File: src/hdl/fss_pkg.sv
// fault summary status word: shared constants, types and checksum
package fss_pkg;

    // register map
    localparam logic [8:0] ADDR_STATUS = 9'h001;
    localparam logic [8:0] ADDR_LIMIT = 9'h0FF;
    localparam logic [15:0] STATUS_RESET = 16'h7FC8;

    // field positions inside the status word
    localparam int BIT_RESTART = 15;
    localparam int BIT_POWER = 14;
    localparam int BIT_TIMING = 13;
    localparam int BIT_LOGIC = 12;
    localparam int BIT_OVERCUR = 11;
    localparam int RESP_LSB = 3;

    // command response codes
    localparam logic [3:0] RESP_NULL = 4'h1;
    localparam logic [3:0] RESP_READ = 4'h4;
    localparam logic [3:0] RESP_NULL_RD2 = 4'h5;
    localparam logic [3:0] RESP_WRITE = 4'h6;
    localparam logic [3:0] RESP_RESET = 4'h9;
    localparam logic [3:0] RESP_ERR = 4'hA;
    localparam logic [3:0] RESP_BADCMD = 4'hB;

    // frame layout: command 16, data 16, checksum 8
    localparam logic [1:0] OP_NULL = 2'h0;
    localparam logic [1:0] OP_READ = 2'h1;
    localparam logic [1:0] OP_WRITE = 2'h2;
    localparam logic [5:0] FRAME_BITS = 6'h28;

    // frame timeout
    localparam int CLK_MHZ = 25;
    localparam int TIMEOUT_US = 100;
    localparam int TIMEOUT_CYC = TIMEOUT_US * CLK_MHZ;

    // unmasked fault group summaries, active high
    typedef struct packed {
        logic power;
        logic timing;
        logic logic_grp;
        logic overcurrent;
    } fss_groups_t;

    // serial pins as one bundle
    typedef struct packed {
        logic sclk;
        logic cs_n;
        logic sdi;
    } fss_pins_t;

    typedef enum logic [1:0] {
        ST_IDLE = 2'b00,
        ST_SHIFT = 2'b01,
        ST_WAIT = 2'b11
    } fss_state_t;

    // crc-8, polynomial 07h, seed 00h, msb first
    function automatic logic [7:0] fss_crc8(input logic [31:0] d);
        logic [7:0] c;
        c = 8'h00;
        for (int i = 31; i >= 0; i--) begin
            c = (c[7] ^ d[i]) ? {c[6:0], 1'b0} ^ 8'h07 : {c[6:0], 1'b0};
        end
        return c;
    endfunction

endpackage

File: src/hdl/fss_status.sv
// fault summary status word with its serial frame engine
`timescale 1ns/1ns
module fss_status (
    input wire logic i_clk, // 25 MHz device clock
    input wire logic i_sys_rst, // sync reset, active high
    input wire logic i_sclk, // serial clock pin
    input wire logic i_cs_n, // chip select pin, active low
    input wire logic i_sdi, // serial data in pin
    input wire fss_pkg::fss_groups_t i_groups, // unmasked group faults
    output logic o_sdo, // serial data out
    output logic o_sdo_oe_n // sdo output enable, active low
);
    import fss_pkg::*;

    localparam logic [11:0] TO_LAST = 12'(TIMEOUT_CYC - 1);

    ////////////////////////////////////////////////////////////////////////
    // pin synchronisation
    fss_pins_t pins_raw;
    fss_pins_t pins;

    assign pins_raw = '{sclk: i_sclk, cs_n: i_cs_n, sdi: i_sdi};

    fss_sync2 u_sync (
        .i_clk(i_clk),
        .i_sys_rst(i_sys_rst),
        .i_async(pins_raw),
        .o_sync(pins)
    );

    ////////////////////////////////////////////////////////////////////////
    // state
    fss_state_t state, next_state;
    logic sclk_d, next_sclk_d;
    logic [5:0] bit_cnt, next_bit_cnt;
    logic [39:0] rx_sh, next_rx_sh;
    logic [39:0] tx_sh, next_tx_sh;
    logic [11:0] to_cnt, next_to_cnt;
    logic to_hit, next_to_hit;
    logic next_sdo, next_sdo_oe_n;
    logic restart_n, next_restart_n;
    logic [3:0] alarm_n, next_alarm_n;
    logic crc_n, next_crc_n;
    logic to_n, next_to_n;
    logic cnt_n, next_cnt_n;
    logic addr_n, next_addr_n;
    logic [3:0] resp, next_resp;
    logic rd_pend, next_rd_pend;
    logic rd_hit, next_rd_hit;

    // decoded frame contents and events
    logic sclk_rise, sclk_fall, end_frame;
    logic cnt_ok, crc_ok, good, addr_bad, wr_ok;
    logic [1:0] op;
    logic [8:0] addr;
    logic [15:0] wdata, status_word, rd_word;
    logic [3:0] grp_act, grp_clr;

    // assembled status word, low three bits read zero
    assign status_word = {restart_n, alarm_n, crc_n, to_n, cnt_n, addr_n,
                          resp, 3'b000};
    assign rd_word = rd_hit ? status_word : 16'h0000;

    assign sclk_rise = pins.sclk & ~sclk_d;
    assign sclk_fall = ~pins.sclk & sclk_d;
    assign end_frame = (state != ST_IDLE) & pins.cs_n;

    // frame decode, valid at end of frame
    assign op = rx_sh[39:38];
    assign addr = rx_sh[32:24];
    assign wdata = rx_sh[23:8];
    assign cnt_ok = (bit_cnt == FRAME_BITS);
    assign crc_ok = (fss_crc8(rx_sh[39:8]) == rx_sh[7:0]);
    assign good = cnt_ok & crc_ok & ~to_hit;
    assign addr_bad = (op == OP_READ || op == OP_WRITE) && addr >= ADDR_LIMIT;
    assign wr_ok = end_frame & good & (op == OP_WRITE) &
                   (addr == ADDR_STATUS);

    assign grp_act = {i_groups.power, i_groups.timing,
                      i_groups.logic_grp, i_groups.overcurrent};
    // only bits 14..11 clear the alarm flags, only on a one in the data
    assign grp_clr = wr_ok ? wdata[BIT_POWER:BIT_OVERCUR] : 4'h0;

    ////////////////////////////////////////////////////////////////////////
    // frame engine and status flags, next values
    always_comb begin
        next_state = state;
        next_sclk_d = pins.sclk;
        next_bit_cnt = bit_cnt;
        next_rx_sh = rx_sh;
        next_tx_sh = tx_sh;
        next_to_cnt = to_cnt;
        next_to_hit = to_hit;
        next_sdo = o_sdo;
        next_sdo_oe_n = o_sdo_oe_n;
        next_crc_n = crc_n;
        next_to_n = to_n;
        next_cnt_n = cnt_n;
        next_addr_n = addr_n;
        next_resp = resp;
        next_rd_pend = rd_pend;
        next_rd_hit = rd_hit;
        case (state)
            ST_IDLE: begin
                if (!pins.cs_n) begin
                    next_state = ST_SHIFT;
                    next_bit_cnt = 6'h00;
                    next_to_cnt = 12'h000;
                    next_to_hit = 1'b0;
                    next_tx_sh = {status_word, rd_word,
                                  fss_crc8({status_word, rd_word})};
                    next_sdo = status_word[15];
                    next_sdo_oe_n = 1'b0;
                end
            end
            ST_SHIFT: begin
                next_to_cnt = to_cnt + 12'h001;
                if (to_cnt == TO_LAST) begin
                    // frame too long: stop driving, wait for deselect
                    next_state = ST_WAIT;
                    next_to_hit = 1'b1;
                    next_sdo_oe_n = 1'b1;
                end
                if (sclk_rise) begin
                    next_rx_sh = {rx_sh[38:0], pins.sdi};
                    if (bit_cnt != 6'h3F) begin
                        next_bit_cnt = bit_cnt + 6'h01;
                    end
                end
                if (sclk_fall) begin
                    next_tx_sh = {tx_sh[38:0], 1'b0};
                    next_sdo = tx_sh[38];
                end
            end
            default: begin
            end
        endcase
        // per-frame flags renewed only at frame end
        if (end_frame) begin
            next_state = ST_IDLE;
            next_sdo_oe_n = 1'b1;
            next_sdo = 1'b0;
            next_crc_n = ~(cnt_ok & ~crc_ok & ~to_hit);
            next_to_n = ~to_hit;
            next_cnt_n = cnt_ok | to_hit;
            next_addr_n = ~(good & addr_bad);
            next_rd_pend = good & (op == OP_READ) & ~addr_bad;
            next_rd_hit = good & (op == OP_READ) & (addr == ADDR_STATUS);
            // response code for the frame just ended
            if (!good) begin
                next_resp = RESP_ERR;
            end else if (op == OP_NULL) begin
                next_resp = rd_pend ? RESP_NULL_RD2 : RESP_NULL;
            end else if (op == OP_READ) begin
                next_resp = RESP_READ;
            end else if (op == OP_WRITE) begin
                next_resp = RESP_WRITE;
            end else begin
                next_resp = RESP_BADCMD;
            end
        end
    end

    // sticky flags: a present fault wins over a write of one
    always_comb begin
        next_restart_n = restart_n;
        if (wr_ok && wdata[BIT_RESTART]) begin
            next_restart_n = 1'b1;
        end
        for (int g = 0; g < 4; g++) begin
            if (grp_act[g]) begin
                next_alarm_n[g] = 1'b0;
            end else if (grp_clr[g]) begin
                next_alarm_n[g] = 1'b1;
            end else begin
                next_alarm_n[g] = alarm_n[g];
            end
        end
    end

    // registers, reset to the documented word
    always_ff @(posedge i_clk) begin
        if (i_sys_rst) begin
            state <= ST_IDLE;
            sclk_d <= 1'b0;
            bit_cnt <= 6'h00;
            rx_sh <= 40'h00_0000_0000;
            tx_sh <= 40'h00_0000_0000;
            to_cnt <= 12'h000;
            to_hit <= 1'b0;
            o_sdo <= 1'b0;
            o_sdo_oe_n <= 1'b1;
            restart_n <= STATUS_RESET[BIT_RESTART];
            alarm_n <= STATUS_RESET[BIT_POWER:BIT_OVERCUR];
            crc_n <= STATUS_RESET[10];
            to_n <= STATUS_RESET[9];
            cnt_n <= STATUS_RESET[8];
            addr_n <= STATUS_RESET[7];
            resp <= STATUS_RESET[RESP_LSB+3:RESP_LSB];
            rd_pend <= 1'b0;
            rd_hit <= 1'b0;
        end else begin
            state <= next_state;
            sclk_d <= next_sclk_d;
            bit_cnt <= next_bit_cnt;
            rx_sh <= next_rx_sh;
            tx_sh <= next_tx_sh;
            to_cnt <= next_to_cnt;
            to_hit <= next_to_hit;
            o_sdo <= next_sdo;
            o_sdo_oe_n <= next_sdo_oe_n;
            restart_n <= next_restart_n;
            alarm_n <= next_alarm_n;
            crc_n <= next_crc_n;
            to_n <= next_to_n;
            cnt_n <= next_cnt_n;
            addr_n <= next_addr_n;
            resp <= next_resp;
            rd_pend <= next_rd_pend;
            rd_hit <= next_rd_hit;
        end
    end
endmodule

File: src/hdl/fss_sync2.sv
// two flip-flop synchroniser for the serial pins
`timescale 1ns/1ns
module fss_sync2 (
    input wire logic i_clk, // device clock
    input wire logic i_sys_rst, // sync reset, active high
    input wire fss_pkg::fss_pins_t i_async, // raw pins
    output fss_pkg::fss_pins_t o_sync // pins in clock domain
);
    import fss_pkg::*;

    fss_pins_t meta;
    fss_pins_t next_meta;
    fss_pins_t next_sync;

    // idle pin levels: clock low, chip select high
    always_comb begin
        next_meta = i_async;
        next_sync = meta;
    end

    always_ff @(posedge i_clk) begin
        if (i_sys_rst) begin
            meta <= '{sclk: 1'b0, cs_n: 1'b1, sdi: 1'b0};
            o_sync <= '{sclk: 1'b0, cs_n: 1'b1, sdi: 1'b0};
        end else begin
            meta <= next_meta;
            o_sync <= next_sync;
        end
    end
endmodule

File: config.mk
export PLATFORM = sky130hd
export DESIGN_NAME = fss_status
export DESIGN_NICKNAME = d
export VERILOG_FILES = /design/src/hdl/fss_pkg.sv /design/src/hdl/fss_status.sv /design/src/hdl/fss_sync2.sv
export SDC_FILE = /design/constraint.sdc
export NUM_CORES = 1
export LEC_CHECK = 0
export ABC_AREA = 1
export BUFFER_PORTS_ARGS = -buffer_cell sky130_fd_sc_hd__buf_2
export CORE_ASPECT_RATIO = 0.7
export CORE_MARGIN = 5
export CORE_UTILIZATION = 50
export CTS_CLUSTER_DIAMETER = 50
export DETAILED_ROUTE_END_ITERATION = 10
export PLACE_DENSITY_LB_ADDON = 0.12
export SETUP_SLACK_MARGIN = 0.3
export SLEW_MARGIN = 40
export SYNTH_ARGS = -nofsm -noshare
export SYNTH_HDL_FRONTEND = slang
export SYNTH_SLANG_ARGS = --single-unit
File: constraint.sdc
create_clock -name i_clk -period 5.4 [get_ports i_clk]
set_clock_uncertainty 0.15 [all_clocks]
set_input_delay 1.08 -clock i_clk [delete_from_list [all_inputs] [get_ports i_clk]]
set_output_delay 1.08 -clock i_clk [all_outputs]
set_load 0.05 [all_outputs]
Yosys cells after proc, flatten, opt, wreduce, memory -nomap -nowiden
Cells that the tools add are included.
Word-level totals
  flip-flop bits (word level): 124
  memories: 0
  logic and storage cells: 300
  memory bits (read-only): 0
  bits in latches: 0
  RAM bits: 0
  bits of input ports: 9
Cells by class
  magnitude comparators: 1
  mux-type cells: 97
  reduce and logical (&&, ||, !) cells: 17
  bitwise logic cells: 143
  multipliers: 0
  add/subtract/negate cells: 2
  shifts and indexed selects: 0
  equality and inequality tests: 13
  div/mod/pow operators: 0
Operator list (number)
  $mux 3: 65
  $not 3->3: 62
  $mux 39: 2
  $pmux 39 s2: 1
  $xor 1x1->1: 49
  $pmux 12 s2: 1
  $mux 4: 5
  $mux 6: 3
  $mux 16: 1
  $and 1x1->1: 14
  $add 12x1->12 const B: 1
  $eq 12x12->1 const B: 1
  $mux 1: 12
  $mux 12: 1
  $pmux 6 s2: 1
  $reduce_bool 2->1: 6
  $ne 2x2->1 const B: 5
  $xor 1x1->1 const A: 10
  $eq 9x1->1 const B: 1
  $ge 9x8->1 const B: 1
  $eq 8x8->1: 1
  $not 1->1: 7
  $add 6x1->6 const B: 1
  $eq 6x6->1 const B: 1
  other kinds (14): 21

Depth between registers and ports, before layout
Gate-level depths: netlist (run 1).
  depth in word-level cells: 72
  mapped depth: 30
  mapped depth without buffers: 30

Hierarchy
Synthesis (run 1) repeated with hierarchy kept, for this count alone.
Unflattened totals
  cell total of the unflattened synthesis: 1114
  area, all modules: 7201.9 um^2
By module, submodules not included
  fss_status: cells each 1095, area each 7033.0 um^2, sequential area each 2362.3 um^2, times used 1
  fss_sync2: cells each 19, area each 168.9 um^2, sequential area each 120.1 um^2, times used 1

Least setup slack after synthesis (run 1)
Ideal clock, no wire load.
  path kind: register to register
  start: register rx_sh[38]
  end: register rd_hit
  required time: 5.191 ns
  cell stages (with the launch flop): 28
  arrival time: 2.892 ns
  setup slack: 2.299 ns
  clock period less this slack: 3.101 ns
  setup time: 0.059 ns
  path through: dfxtp_1 -> inv_1 -> ha_1 -> inv_2 -> nand2_1 -> nand2_1 -> nand2_1 -> nand3_1 -> nand2_2 -> nand2_1 -> nand3_1 -> nand2_1 -> inv_1 -> nand2_1 -> nand2_2 -> nand2_1 -> nand2_2 -> inv_1 -> nand2_1 -> nand3_1 -> nand2_1 -> nor2_1 -> nand3_2 -> nor2_4 -> nand2_4 -> nor2_4 -> nand3b_1 -> nand2_1
On the way
  cells in the longest elaborated chain, start to end: 29
RTL lines
  start: declaration: line fss_status.sv:36  | logic [39:0] rx_sh, next_rx_sh;
  start signal: assignment: line fss_status.sv:206  | rx_sh <= next_rx_sh;
  $xor 1x1->1: line fss_pkg.sv:63  | c = (c[7] ^ d[i]) ? {c[6:0], 1'b0} ^ 8'h07 : {c[6:0], 1'b0};
  $mux 3: line fss_pkg.sv:63
  $not 3->3 (no line)
  $mux 3: line fss_pkg.sv:63
  $not 3->3 (no line)
  $mux 3: line fss_pkg.sv:63
  $xor 1x1->1: line fss_pkg.sv:63
  $mux 3: line fss_pkg.sv:63
  (+11 left out)
  $mux 3: line fss_pkg.sv:63
  $not 3->3 (no line)
  $mux 3: line fss_pkg.sv:63
  $not 3->3 (no line)
  $mux 3: line fss_pkg.sv:63
  $eq 8x8->1: line fss_status.sv:73  | assign crc_ok = (fss_crc8(rx_sh[39:8]) == rx_sh[7:0]);
  $and 1x1->1 (2 in series): line fss_status.sv:74  | assign good = cnt_ok & crc_ok & ~to_hit;
  $and 1x1->1 * (2 in series): line fss_status.sv:148  | next_rd_hit = good & (op == OP_READ) & (addr == ADDR_STATUS);
  end signal: assignment: line fss_status.sv:220  | rd_hit <= next_rd_hit;
  end: declaration: line fss_status.sv:49  | logic rd_hit, next_rd_hit;
Mark *: on every way between the ends. The rest lies on a longest branch, timed or not.
A chain may end at the register's enable or synchronous reset.

Worst setup path in the final report (run 1)
Ends and elaborated chain as after synthesis.

==> flow_summary.yaml, run 1 <==
worst_hold_path:
  min_to: "u_sync.o_sync[2]"
  min_from: "u_sync.meta[2]"
  hold_class: "register to register"
  min_path_cells: 2
synth:
  ys_ff_latch: 124
  synth-main-ff-cell: "dfxtp_1"
  synth_warnings: 0
  synth-edff-count: 0
  synth_area_per_cell_um2: 6.61
  synth_nets: 1124
  async_reset_ff_share_pct: 0
  yosysSeqAreaShare_pct: 33.9
  syn-cell-area_um2: 7320
  ys_types: 45
  synth_cells: 1108
setup_path:
  slowest_delay_ps: 430
  crit_fanout: 7
  worst_setup_path_end_kind: "register"
  critPathTopFamily: "simple AND/OR/NAND/NOR gates"
  path_buf_inv: 3
  timing.rr.start: "rx_sh[38]"
  reg2reg_slack_ps: 1560
  r2r_cells: 27
  cp_slowest_cell: "dfxtp_1"
  required_ps: 5620
  cp_num_cells: 27
  critical_path_class: "register to register"
  start_kind: "register"
  arrival_ps: 4060
  rr_endpoint: "rd_hit"
  cpMostUsedCell: "nand2_1"
clock_network:
  cts_tree: "yes"
  clk-insertion-delay-late_ps: 430
  cts-resized-gates: 0
  htree_levels: 4
  cts_buffers: 17
  clk_pin_slew_ps: 60
  clock-sinks: 124
  cts-hold-fix-buffers: 0
  clk_path_buf_depth: 2
  clockRootBuffer: "clkbuf_16"
  postCtsSetupBuffers: 0
sta:
  period_share_pct: 71.1
  rsz0062_at_grt: "false"
  maxSlewViolCount: 0
  fmax_mhz: 260
  post-route-min-period_ps: 3840
  hold_violations: 0
  tns_ps: 0
  worst_slew_pin_slew_ps: 809
  slew_headroom_pct: 45.3
  setup_slack_ps: 1560
  setup_viol: 0
power_and_ir_drop:
  p_per_area_nw_per_um2: 405
  p_leak_nw: 3.62
  vdd_drop_max_mv: 0.237
  finalPower_w: 0.00327
grt:
  gr-total-overflow: 0
  antenna_found_initial: 0
  first_global_vias: 6137
  track_usage_pct: 21.7
  grt_pass1_wl_mm: 30.3
  grt_max_degree: 75
final_layout:
  drive_above_1_share_pct: 9.24
  nets: 1118
  diodes: 0
  area_growth_pct: 10.4
  post-route-util_pct: 55.6
  final_cell_area_um2: 8090
placed_design:
  place_ws_ps: 1660
  dpl.hpwl_mm: 12.7
  port_buffers: 10
  gp_congestion: 0.894
  place_area_um2: 7480
flow_run:
  drv_cap: 0
die:
  core_um2: 14500
  top_level_ports: 11
  dieArea_um2: 17200
  fp.dieW_um: 155
  start_util_pct: 50.4
  num_rows: 37
  fp.dieH_um: 111
run_status:
  outcome: "finished, final reports clean"
detailed_routing:
  routed_via_density: 5.16
  drt.antenna.violating_nets: 0
  drtIter0Drc: 508
  dr.pass1.iters: 5
  drt-wirelength-per-cell_um: 13.7
  vias: 6765
  finalWirelength_mm: 18.0
  drc_errors: 0
==> cell families after synthesis <==
family / after synthesis / share of synthesized area (%)
simple gates: 550 / 32.3
compound gates: 205 / 15.1
buf+inv: 162 / 8.87
flops: 124 / 33.9
fa+ha+maj: 7 / 1.20
xor+xnor: 60 / 8.66
==> worst reg2reg max path, stage by stage, from the launching register on <==
cell	delay, ps
dfxtp_1	430
inv_1	150
ha_1	420
inv_2	130
nand2_1	50
nand2_1	120
nand2_1	90
nand3_1	100
nand3_1	180
nand2_1	170
nand2_1	60
nand2_1	100
nand3_2	150
nand2_2	140
nand2_1	100
nand2_1	90
nand2_1	70
nand2_1	70
inv_1	50
nand2_1	70
nand2_1	50
nor2_1	110
nand3_2	140
nor2_4	240
nand2_4	90
nor2_4	120
nand3b_1	80
nand2_1	50
==> how the worst max path moves through the flow <==
stage	startpoint	slack (ps)	to
after floorplan	rx_sh[38]	2300	rd_hit
final	rx_sh[38]	1560	rd_hit
after global routing	rx_sh[38]	1060	rd_hit
after CTS	rx_sh[38]	1620	rd_hit
after detailed placement	rx_sh[38]	1660	rd_pend
after global placement	rx_sh[38]	1700	rd_hit
==> stage by stage <==
step                      hold slack, ps  std cells
after detailed placement             244       1278
after CTS                            252       1310
after global routing                 269       1310
after global placement               245       1278
final                                251       1310
after floorplan                      238       1108
==> cells in the mapped netlist, types with 9 or more instances <==
master	n	share of area, %
o21ai_0	89	6.1
nand2_1	351	18
a31oi_1	19	1.6
a21oi_1	77	5.3
inv_1	112	5.7
nand3_1	80	5.5
nor3_1	11	0.75
xnor2_1	22	2.6
nand3b_1	9	0.92
xor2_2	10	2.2
dfxtp_1	124	34
inv_2	9	0.46
xor2_1	25	3.0
nor2_1	54	2.8
nand2_2	17	1.5
clkbuf_1	30	1.5
==> area by class of cell <==
type	instances	area, um2
clock buffers	22	444
clock inverters	10	166
fillers	1417	6450
inverters	122	462
multi-input cells	822	4200
flip-flops and latches	124	2480
well taps	195	244
repair buffers	15	87.6
==> registers in the layout (all words and copies together), names as in the netlist, 2 cells and up <==
register / flops
alarm_n: 4
bit_cnt: 6
resp: 4
rx_sh: 40
state: 2
to_cnt: 12
tx_sh: 39
u_sync.meta: 3
u_sync.o_sync: 3
==> layout by cell type, fill, tap and decap left out, types with 10 or more instances in the layout <==
cell / count
nand2_1: 350
dfxtp_1: 124
inv_1: 111
o21ai_0: 89
nand3_1: 80
a21oi_1: 77
nor2_1: 52
xor2_1: 25
xnor2_1: 22
a31oi_1: 19
nand2_2: 18
clkbuf_16: 17
nor3_1: 11
xor2_2: 10
buf_2: 10
==> report_power, final <==
part | switching, W | total, W | internal [W]
clock | 0.000429 | 0.00120 | 0.000773
combinational | 0.000669 | 0.00107 | 0.000398
sequential | 0.0000351 | 0.00100 | 0.000969
==> metal layers <==
metal	global-route usage [%]	vias to the layer above	routed length, um
met5	0	-	0
met4	6.00	0	202
met3	5.27	15	1020
met2	29.4	159	7020
met1	33.5	3042	9730
li1	-	3549	-
Power figures use the tool's default switching activity.
==> inputs of run 2 (changes only) <==
==> constraint.sdc (replaced) <==
create_clock -name i_clk -period 3.4 [get_ports i_clk]
set_clock_uncertainty 0.15 [all_clocks]
set_input_delay 0.68 -clock i_clk [delete_from_list [all_inputs] [get_ports i_clk]]
set_output_delay 0.68 -clock i_clk [all_outputs]
set_load 0.05 [all_outputs]
==> flow_summary.yaml, run 2 (same netlist as run 1, synthesis figures left out) <==
run_status:
  outcome: "finished with violations"
  violations: "setup timing"
sta:
  timing.hold.ws_ps: 251
  hold_violations: 0
  period_share_pct: 100
  fmax_mhz: 293
  worst_slew_pin_slew_ps: 691
  rsz0062_at_grt: "true"
  slew_headroom_pct: 53.3
  setup_slack_ps: -13.4
  maxSlewViolCount: 0
  post-route-min-period_ps: 3410
  setup_viol: 4
grt:
  track_usage_pct: 21.8
  antenna_found_initial: 0
  grt_max_degree: 75
  grt_pass1_wl_mm: 30.8
  gr-total-overflow: 0
  first_global_vias: 6232
detailed_routing:
  met2WireLength_mm: 8.40
  routed_via_density: 5.30
  top_layer: "met4"
  vias: 7161
  dr.pass1.iters: 5
  dr_wl_met3_mm: 1.11
  finalWirelength_mm: 19.8
  drc_errors: 0
  drt.antenna.violating_nets: 0
  drt-wirelength-per-cell_um: 14.6
  wl_met1_mm: 10.0
  drtIter0Drc: 521
die:
  dieArea_um2: 17200
  top_level_ports: 11
  core_um2: 14500
  fp.dieW_um: 155
  start_util_pct: 50.4
  num_rows: 37
  fp.dieH_um: 111
flow_run:
  drv_cap: 0
power_and_ir_drop:
  vdd_drop_max_mv: 0.355
  p_per_area_nw_per_um2: 603
  p_leak_nw: 4.02
setup_path:
  worst_setup_path_end_kind: "register"
  required_ps: 3620
  critPathTopFamily: "simple AND/OR/NAND/NOR gates"
  start_kind: "register"
  cp_slowest_cell: "ha_4"
  slowest_delay_ps: 360
  path_buf_inv: 4
  arrival_ps: 3630
  crit_fanout: 7
  critical_path_class: "register to register"
final_layout:
  drive_above_1_share_pct: 22.8
  mostFrequentLayoutCells: "283 x nand2_1, 115 x dfxtp_1, 107 x inv_1"
  nets: 1159
  reg_top3: "rx_sh (40), tx_sh (39), to_cnt (12)"
  largest-register: "rx_sh"
  regArea_um2: 2500
  final_cell_area_um2: 9040
  multi_input_area_um2: 4830
  post-route-util_pct: 62.2
  largest_reg_flops: 40
  area_growth_pct: 23.4
  num-fill-cells: 1321
  final_common_cell: "nand2_1"
  diodes: 0
clock_network:
  cts_tree: "yes"
  cts_buffers: 17
  clock-sinks: 124
  clk_path_buf_depth: 2
  cts-hold-fix-buffers: 0
  clockRootBuffer: "clkbuf_16"
  clk_pin_slew_ps: 60
  clk-insertion-delay-late_ps: 430
  htree_levels: 4
worst_hold_path:
  hold_class: "register to register"
placed_design:
  dpl.hpwl_mm: 12.9
  port_buffers: 10
  gp_congestion: 0.844
  place_area_um2: 7570
run 2: cell count changes in the layout (fill, tap and decap cells not counted), sizes merged:
cell | previous run | this run
clkinv | 5 | 7
clkinvlp | 2 | 4
bufinv | 4 | 1
clkbuf | 22 | 18
inv | 121 | 124
buf | 15 | 56
run 2: report_power, final:
group | switching (W) | internal [W] | leakage [nW] | total [W]
clock network | 0.000744 | 0.00104 | 0.270 | 0.00178
registers | 0.0000539 | 0.00154 | 1.01 | 0.00159
logic | 0.00124 | 0.000840 | 2.74 | 0.00208
total | 0.00203 | 0.00341 | 4.02 | 0.00545
run 2: layout make-up:
type                            count  area share (%)
Inverter                          122            5.24
Clock buffer                       18            4.86
Sequential cell                   124            27.6
Tap cell                          195            2.70
Multi-Input combinational cell    822            53.4
Timing Repair Buffer               56            4.64
Clock inverter                     14            1.54
run 2: worst paths after layout:
path,slack (ps),depth (start not counted),from,end
min,250,2,u_sync.meta[2],u_sync.o_sync[2]
min reg2reg,250,2,u_sync.meta[2],u_sync.o_sync[2]
max reg2reg,-10,28,rx_sh[39],rd_pend
max,-10,28,rx_sh[39],rd_pend
run 2: stage by stage:
step / setup slack [ps] / TNS, ps / instances / power [W]
floorplan: 403 / 0 / 1108 / 0.00302
global placement: 61.7 / 0 / 1288 / 0.00328
detailed placement: 52.3 / 0 / 1288 / 0.00329
CTS: 132 / 0 / 1329 / 0.00516
global route: -265 / -2930 / 1351 / 0.00577
finish: -13.4 / -33.5 / 1351 / 0.00545
run 2: worst register-to-register path: cells and delay by family, from the launching register on:
| family | cells | cell delay [ps] |
|---|---|---|
| simple gates | 23 | 2280 |
| fa+ha+maj | 1 | 360 |
| flops | 1 | 330 |
| buf+inv | 4 | 210 |
run 2: timing repair:
item / CTS / global route
endpoints found under the hold margin: 0 / 0
pin swaps: 30 / 55
cloned: 0 / 0
buffers inserted: 9 / 22
gates resized for setup: 44 / 124
setup endpoints to repair: 15 / 20
run 2: per-layer routing:
| layer | track usage, % | vias to the layer above |
|---|---|---|
| li1 | - | 3633 |
| met5 | 0 | - |
| met1 | 34.2 | 3318 |
| met2 | 29.9 | 193 |
| met4 | 6.12 | 0 |
| met3 | 4.29 | 17 |
